### config.mk
export PLATFORM = sky130hd
export DESIGN_NAME = clock_ready_irq_and_periph_reset
export DESIGN_NICKNAME = d
export VERILOG_FILES = /design/src/pkg/clk_irq_rst_pkg.sv /design/src/design/clock_ready_irq_and_periph_reset.sv /design/src/design/sticky_flag.sv
export SDC_FILE = /design/constraint.sdc
export NUM_CORES = 1
export LEC_CHECK = 0
export ABC_AREA = 1
export BUFFER_PORTS_ARGS = -buffer_cell sky130_fd_sc_hd__buf_4
export CORE_MARGIN = 2
export CORE_UTILIZATION = 40
export CTS_BUF_LIST = sky130_fd_sc_hd__clkbuf_4
export CTS_CLUSTER_DIAMETER = 80
export DETAILED_ROUTE_END_ITERATION = 6
export GPL_TIMING_DRIVEN = 0
export PLACE_DENSITY = 0.65
export REMOVE_ABC_BUFFERS = 1
export SYNTH_ARGS = -nofsm -noshare
export SYNTH_HDL_FRONTEND = slang
export SYNTH_HIERARCHICAL = 1
export SYNTH_SLANG_ARGS = --single-unit
export TNS_END_PERCENT = 1
### constraint.sdc
create_clock -name i_clk_sys -period 1.3 [get_ports i_clk_sys]
set_input_delay 0.195 -clock i_clk_sys [delete_from_list [all_inputs] [get_ports i_clk_sys]]
set_output_delay 0.195 -clock i_clk_sys [all_outputs]
set_load 0.05 [all_outputs]
### src/pkg/clk_irq_rst_pkg.sv
// Package with register map, field positions and carrier types
`default_nettype none
package clk_irq_rst_pkg;
  localparam int ADDR_W = 8;
  localparam logic [7:0] OFS_CLOCK_INTERRUPT_FLAGS_ENABLES = 8'h08;
  localparam logic [7:0] OFS_FAST_BUS_PERIPHERAL_RESET = 8'h0C;
  localparam logic [7:0] OFS_READY_EVENT_STATUS = 8'h40;
  localparam logic [7:0] OFS_READY_EVENT_CLEAR = 8'h44;
  localparam logic [7:0] OFS_READY_EVENT_ENABLE = 8'h48;
  // Flag bits
  localparam int BIT_INT_SLOW_FLAG = 0;
  localparam int BIT_INT_FAST_FLAG = 2;
  localparam int BIT_EXT_OSC_FLAG = 3;
  localparam int BIT_PLL_FLAG = 4;
  localparam int BIT_CLOCK_FAIL_FLAG = 7;
  // Enable bits
  localparam int BIT_INT_SLOW_EN = 8;
  localparam int BIT_INT_FAST_EN = 10;
  localparam int BIT_EXT_OSC_EN = 11;
  localparam int BIT_PLL_EN = 12;
  // Clear bits
  localparam int BIT_INT_SLOW_CLR = 16;
  localparam int BIT_INT_FAST_CLR = 18;
  localparam int BIT_EXT_OSC_CLR = 19;
  localparam int BIT_PLL_CLR = 20;
  localparam int BIT_CLOCK_FAIL_CLR = 23;
  // Peripheral reset bits
  localparam int BIT_ALT_FUNCTION_RST = 0;
  localparam int BIT_PORT_A_RST = 2;
  localparam int BIT_PORT_C_RST = 4;
  localparam int BIT_PORT_D_RST = 5;
  localparam int BIT_CONVERTER_RST = 9;
  localparam int BIT_ADVANCED_TIMER_RST = 11;
  localparam int BIT_SPI_MODULE_RST = 12;
  localparam int BIT_SERIAL_PORT_RST = 14;
  localparam logic [31:0] PERIPH_RESET_MASK = 32'h00005A35;
  localparam logic [31:0] RESET_VALUE_ZERO = 32'h00000000;
  localparam int N_FLAGS = 5;

  // Flag order in vectors: slow, fast, ext, pll, clock fail
  typedef struct packed {
    logic clock_fail;
    logic pll_lock;
    logic ext_osc;
    logic int_fast;
    logic int_slow;
  } clk_events_t;

  typedef struct packed {
    logic serial_port_reset;
    logic spi_module_reset;
    logic advanced_timer_reset;
    logic converter_reset;
    logic port_d_reset;
    logic port_c_reset;
    logic port_a_reset;
    logic alt_function_reset;
  } periph_resets_t;
endpackage
`default_nettype wire

### src/design/clock_ready_irq_and_periph_reset.sv
// Clock-ready interrupt flags and fast-bus peripheral reset register
//
// The address map and the address-and-strobe port are this design's own decisions.
`default_nettype none
// Summary of operation
// - External-ready interrupt passes only when enabled
// - Bit 10 enables internal-fast ready interrupt
// - Bit 8 enables internal-slow ready interrupt
// - Clock failure sets bit 7, raises interrupt
// - Clock-fail flag clears only by clear bit
// - PLL lock sets bit 4, write-1 clears
// - External ready sets bit 3, write-1 clears
// - Internal-fast ready sets bit 2, write-1 clears
// - Internal-slow ready sets bit 0, write-1 clears
// - Bits 14,12,11 reset serial, SPI, timer
// - Bit 9 resets the converter
// - Bits 5,4,2 reset ports D, C, A
// - Bit 0 resets alternate-function module
// - Bit 11 enables external-ready interrupt
// - Bit 23 write-1 clears clock-fail flag
// - Bit 12 enables PLL-lock interrupt
module clock_ready_irq_and_periph_reset
  import clk_irq_rst_pkg::*;
(
  input wire logic i_clk_sys,
  input wire logic i_srst,
  input wire logic [ADDR_W-1:0] i_addr,
  input wire logic [31:0] i_wdata,
  input wire logic i_wr,
  input wire logic i_rd,
  output logic [31:0] o_rdata,
  input wire logic i_int_slow_osc_ready,
  input wire logic i_int_fast_osc_ready,
  input wire logic i_ext_osc_ready,
  input wire logic i_pll_locked,
  input wire logic i_ext_osc_fail,
  output logic o_clock_irq,
  output logic o_event_irq,
  output periph_resets_t o_periph_resets
);
  typedef struct packed {
    logic [4:0] sync1;
    logic [4:0] sync2;
    logic [4:0] prev;
    logic [3:0] irq_en;
    logic [31:0] periph_rst;
    logic [4:0] evt_en;
    logic [31:0] rdata;
    logic clock_irq;
    logic event_irq;
    periph_resets_t resets;
  } top_state_t;

  top_state_t state;
  top_state_t next_state;
  logic [4:0] rise;
  logic [4:0] flag_clear;
  logic [4:0] flags;
  logic [4:0] evt_clear;
  logic [4:0] evt_status;
  logic wr_intr;
  logic wr_evt_clr;
  logic [31:0] intr_view;

  // Pins are asynchronous: two stages before any edge logic
  assign rise = state.sync2 & ~state.prev;
  assign wr_intr = i_wr && (i_addr == OFS_CLOCK_INTERRUPT_FLAGS_ENABLES);
  assign wr_evt_clr = i_wr && (i_addr == OFS_READY_EVENT_CLEAR);

  // Write-1 clear strobes for the five flags
  assign flag_clear[0] = wr_intr && i_wdata[BIT_INT_SLOW_CLR];
  assign flag_clear[1] = wr_intr && i_wdata[BIT_INT_FAST_CLR];
  assign flag_clear[2] = wr_intr && i_wdata[BIT_EXT_OSC_CLR];
  assign flag_clear[3] = wr_intr && i_wdata[BIT_PLL_CLR];
  assign flag_clear[4] = wr_intr && i_wdata[BIT_CLOCK_FAIL_CLR];
  assign evt_clear = wr_evt_clr ? i_wdata[4:0] : 5'h00;

  // Flags are set by rising hardware events; the clock-fail flag too
  genvar g;
  generate
    for (g = 0; g < N_FLAGS; g++) begin : g_flags
      sticky_flag u_flag (
        .i_clk_sys(i_clk_sys),
        .i_srst(i_srst),
        .i_set(rise[g]),
        .i_clear(flag_clear[g]),
        .o_flag(flags[g])
      );
      sticky_flag u_evt (
        .i_clk_sys(i_clk_sys),
        .i_srst(i_srst),
        .i_set(rise[g]),
        .i_clear(evt_clear[g]),
        .o_flag(evt_status[g])
      );
    end
  endgenerate

  // Read view of the clock interrupt register; clear bits read zero
  always_comb begin
    intr_view = RESET_VALUE_ZERO;
    intr_view[BIT_INT_SLOW_FLAG] = flags[0];
    intr_view[BIT_INT_FAST_FLAG] = flags[1];
    intr_view[BIT_EXT_OSC_FLAG] = flags[2];
    intr_view[BIT_PLL_FLAG] = flags[3];
    intr_view[BIT_CLOCK_FAIL_FLAG] = flags[4];
    intr_view[BIT_INT_SLOW_EN] = state.irq_en[0];
    intr_view[BIT_INT_FAST_EN] = state.irq_en[1];
    intr_view[BIT_EXT_OSC_EN] = state.irq_en[2];
    intr_view[BIT_PLL_EN] = state.irq_en[3];
  end

  always_comb begin
    next_state = state;
    next_state.sync1 = {i_ext_osc_fail, i_pll_locked, i_ext_osc_ready,
                        i_int_fast_osc_ready, i_int_slow_osc_ready};
    next_state.sync2 = state.sync1;
    next_state.prev = state.sync2;
    if (wr_intr) begin
      // Flag bits are read-only; writes to them have no effect
      next_state.irq_en[0] = i_wdata[BIT_INT_SLOW_EN];
      next_state.irq_en[1] = i_wdata[BIT_INT_FAST_EN];
      next_state.irq_en[2] = i_wdata[BIT_EXT_OSC_EN];
      next_state.irq_en[3] = i_wdata[BIT_PLL_EN];
    end
    if (i_wr && (i_addr == OFS_FAST_BUS_PERIPHERAL_RESET)) begin
      next_state.periph_rst = i_wdata & PERIPH_RESET_MASK;
    end
    if (i_wr && (i_addr == OFS_READY_EVENT_ENABLE)) begin
      next_state.evt_en = i_wdata[4:0];
    end
    next_state.rdata = RESET_VALUE_ZERO;
    if (i_rd) begin
      unique case (i_addr)
        OFS_CLOCK_INTERRUPT_FLAGS_ENABLES: next_state.rdata = intr_view;
        OFS_FAST_BUS_PERIPHERAL_RESET: next_state.rdata = state.periph_rst;
        OFS_READY_EVENT_STATUS: next_state.rdata = {27'h0, evt_status};
        OFS_READY_EVENT_ENABLE: next_state.rdata = {27'h0, state.evt_en};
        default: next_state.rdata = RESET_VALUE_ZERO;
      endcase
    end
    // Gated OR of ready flags, clock failure always passes
    next_state.clock_irq = (flags[0] & state.irq_en[0])
                         | (flags[1] & state.irq_en[1])
                         | (flags[2] & state.irq_en[2])
                         | (flags[3] & state.irq_en[3])
                         | flags[4];
    next_state.event_irq = |(evt_status & state.evt_en);
    // Module resets held while their bits are 1
    next_state.resets.serial_port_reset = state.periph_rst[BIT_SERIAL_PORT_RST];
    next_state.resets.spi_module_reset = state.periph_rst[BIT_SPI_MODULE_RST];
    next_state.resets.advanced_timer_reset = state.periph_rst[BIT_ADVANCED_TIMER_RST];
    next_state.resets.converter_reset = state.periph_rst[BIT_CONVERTER_RST];
    next_state.resets.port_d_reset = state.periph_rst[BIT_PORT_D_RST];
    next_state.resets.port_c_reset = state.periph_rst[BIT_PORT_C_RST];
    next_state.resets.port_a_reset = state.periph_rst[BIT_PORT_A_RST];
    next_state.resets.alt_function_reset = state.periph_rst[BIT_ALT_FUNCTION_RST];
  end

  always_ff @(posedge i_clk_sys) begin
    if (i_srst) begin
      state <= '0;
    end else begin
      state <= next_state;
    end
  end

  assign o_rdata = state.rdata;
  assign o_clock_irq = state.clock_irq;
  assign o_event_irq = state.event_irq;
  assign o_periph_resets = state.resets;
endmodule
`default_nettype wire

### src/design/sticky_flag.sv
// One sticky event flag: set by hardware, cleared by a clear strobe
`default_nettype none
module sticky_flag (
  input wire logic i_clk_sys,
  input wire logic i_srst,
  input wire logic i_set,
  input wire logic i_clear,
  output logic o_flag
);
  typedef struct packed {
    logic flag;
  } sticky_state_t;
  sticky_state_t state;
  sticky_state_t next_state;

  always_comb begin
    next_state = state;
    // Set wins over a clear in the same cycle
    if (i_clear) begin
      next_state.flag = 1'b0;
    end
    if (i_set) begin
      next_state.flag = 1'b1;
    end
  end

  always_ff @(posedge i_clk_sys) begin
    if (i_srst) begin
      state <= '0;
    end else begin
      state <= next_state;
    end
  end

  assign o_flag = state.flag;
endmodule
`default_nettype wire

==> results.py <==
metrics = {
    "finish": {
        "multi_input_area_um2": 965,
        "drive_above_1_share_pct": 22.0,
        "area_growth_syn_to_layout_pct": 15.9,
        "finalNonFillerCells": 508,
        "diodes": 0,
        "register_area_um2": 1300,
        "nNetsFinal": 472,
        "fillCellCount": 695,
    },
    "placed_design": {
        "dp_hpwl_um": 3820,
        "gp_congestion": 0.810,
        "port_buffers": 56,
        "pre_cts_ws_ps": -433,
        "dpl.cell_count": 487,
    },
    "detailed_routing": {
        "wire_per_inst_um": 10.4,
        "viasPerCell": 4.29,
        "antenna_left": 0,
        "drt-total-wl_um": 5310,
        "dr.pass1.iters": 4,
        "drt_iter0_markers": 90,
        "routed-via-count": 2180,
        "route.detailed.drc": 0,
    },
    "die": {
        "coreArea_um2": 6760,
        "ios": 91,
        "die-area_um2": 7660,
        "die_h_um": 87.5,
        "dieWidth_um": 87.5,
        "initial_utilization_pct": 41.3,
        "core.rowCount": 30,
    },
    "synth": {
        "yosysSeqAreaShare_pct": 46.6,
        "syn-cell-area_um2": 2790,
        "ys_warn_count": 6,
        "synthTopCellsByArea": "dfxtp_1, buf_4, nor2_1",
        "syn_area_per_cell_um2": 7.37,
        "synthesis.instances": 379,
        "synth_top_area_share_pct": 46.6,
        "synth_seq_cells": 65,
        "yosysUniqueCellTypes": 21,
        "synth_largest_area_cell": "dfxtp_1",
    },
    "worst_setup_path": {
        "reg2reg_slack_ps": 420,
        "crit_path_end_kind": "flip-flop",
        "worstPathRequired_ps": 1600,
        "reg2reg_depth": 4,
        "start_kind": "primary input",
        "criticalPathCategory": "in2reg",
        "arrival_ps": 1430,
        "r2r_end": "o_event_irq",
        "r2r_start": "g_flags[0].u_evt/o_flag",
        "cp_max_fo": 41,
    },
    "power_and_ir_drop": {
        "p_leak_nw": 1.49,
        "ir_drop_mv": 0.421,
        "p_per_area_nw_per_um2": 1150,
    },
    "sta": {
        "fmax_mhz": 887,
        "finalCritPeriodShare_pct": 86.7,
        "rsz0062_at_grt": "no",
        "fin_skew_ps": 9.83,
        "final_hold_viol_count": 0,
        "setup_viol": 0,
        "setup_ws_ps": 173,
        "post-route-min-period_ps": 1130,
        "slew_violations": 0,
    },
    "hold_path": {
        "worstHoldStart": "i_wdata[9]",
        "min_to": "next_state[4]",
        "hold_class": "in2reg",
        "worstHoldPathCells": 3,
    },
    "global_routing": {
        "grt_max_degree": 42,
        "antenna_found_initial": 0,
        "grt_pass1_vias": 2076,
        "grt_pass1_wl_um": 8980,
        "grt_use_total_pct": 15.2,
        "overflow": 0,
    },
    "clock_tree": {
        "clk_path_buf_depth": 2,
        "clk_latency_ps": 400,
        "htreeDepth": 3,
        "cts_root_buf": "clkbuf_4",
        "cts_tree": "built",
        "clk_pin_slew_ps": 100,
        "clock-sinks": 65,
        "cts_buffers": 9,
    },
    "status": {
        "status": "finished, final reports clean",
    },
    "job": {
        "cap_violations": 0,
    },
}
[worst max-delay path, stage by stage]
cell	delay, ps
buf_6	300
inv_1	270
nand2_1	320
inv_1	180
nand2_1	110
nor2_2	40
[cells in the mapped netlist]
| master | number |
|---|---|
| nand4_1 | 1 |
| o21ai_0 | 12 |
| buf_6 | 1 |
| buf_2 | 1 |
| a41oi_1 | 1 |
| nand2_4 | 2 |
| nand3_1 | 7 |
| nand2_2 | 2 |
| buf_4 | 40 |
| nand2_1 | 64 |
| nor3_1 | 4 |
| clkbuf_1 | 4 |
| clkinv_2 | 2 |
| nor2_4 | 3 |
| a21oi_2 | 10 |
| conb_1 | 1 |
| nor2_2 | 4 |
| nor2_1 | 79 |
| inv_1 | 67 |
| a21oi_1 | 9 |
| dfxtp_1 | 65 |
[report_power, final]
part | switching [W] | total, W | internal, W | leakage, nW
registers | 0.0000205 | 0.00205 | 0.00203 | 0.527
clock network | 0.000666 | 0.00131 | 0.000641 | 0.0787
logic | 0.000246 | 0.000362 | 0.000116 | 0.879
total | 0.000933 | 0.00372 | 0.00278 | 1.49
[how the worst max path moves through the flow]
stage	startpoint	endpoint	slack (ps)	depth (start not counted)
after floorplan	i_addr[5]	state[42]	210	6
after global placement	i_srst	o_rdata[1]	-440	6
after detailed placement	i_srst	o_rdata[1]	-430	6
after CTS	i_srst	o_rdata[1]	3	6
after global routing	i_srst	o_rdata[1]	30	6
final	i_srst	o_rdata[1]	170	6
[final cells by class]
class                           count  share of cell area [%]
Inverter                           69                    8.08
Clock inverter                      4                    1.35
Multi-Input combinational cell    217                    29.8
Sequential cell                    65                    40.2
Tap cell                           80                    3.09
Clock buffer                       12                    2.78
Timing Repair Buffer               61                    14.7
[metal layers]
layer / GRT usage [%] / wire length, µm / vias to the layer above
met5: 0 / 0 / -
met4: 7.13 / 118 / 0
met3: 3.96 / 341 / 13
met2: 25.8 / 2450 / 73
met1: 17.9 / 2400 / 944
li1: - / - / 1150
[state kept, by name, indices dropped and copies added, names as in the netlist]
name	cells
intr_view	4
o_rdata	13
g_flags.u_evt/o_flag	5
state	10
o_periph_resets	8
g_flags.u_flag/o_flag	5
o_clock_irq	1
o_event_irq	1
next_state	18
[placed cells by master, fill, tap and decap left out, drive strengths merged, types with 5 or more instances in the layout]
master and instances:
inv 67, dlygate4sd3 5, o21ai 12, nor2 86
clkinv 5, buf 56, nand2 68, dfxtp 65
clkbuf 12, conb 19, a21oi 19, nand3 7
[stage by stage]
| stage | TNS (ps) | power (W) | utilization (%) | area (µm²) | hold WS, ps |
|---|---|---|---|---|---|
| global route | 0 | 0.00389 | 47.9 | 3240 | 51.9 |
| CTS | 0 | 0.00377 | 47.8 | 3230 | 37.7 |
| finish | 0 | 0.00372 | 47.9 | 3240 | 59.2 |
| global placement | -5240 | 0.00244 | 45.1 | 3050 | 389 |
| detailed placement | -5440 | 0.00245 | 45.1 | 3050 | 395 |
| floorplan | 0 | 0.00230 | - | 2530 | 257 |
[timing repair]
item                                   CTS  global route
gates resized for setup                  0             1
endpoints found under the hold margin    5             0
setup endpoints to repair                0             5
buffers inserted                         0             0
hold buffers                             5             0
[kinds of logic (layout without fill, tap and decap cells)]
logic type / after synthesis / in the layout / share of synthesized area [%]
AOI/OAI and AO/OA: 32 / 32 / 7.22
buffers and inverters: 115 / 146 / 21.2
DFF: 65 / 65 / 46.6
other: 1 / 19 / 0.134
and+or+nand+nor: 166 / 166 / 24.8
No activity file was read; power rests on OpenSTA's default activity.
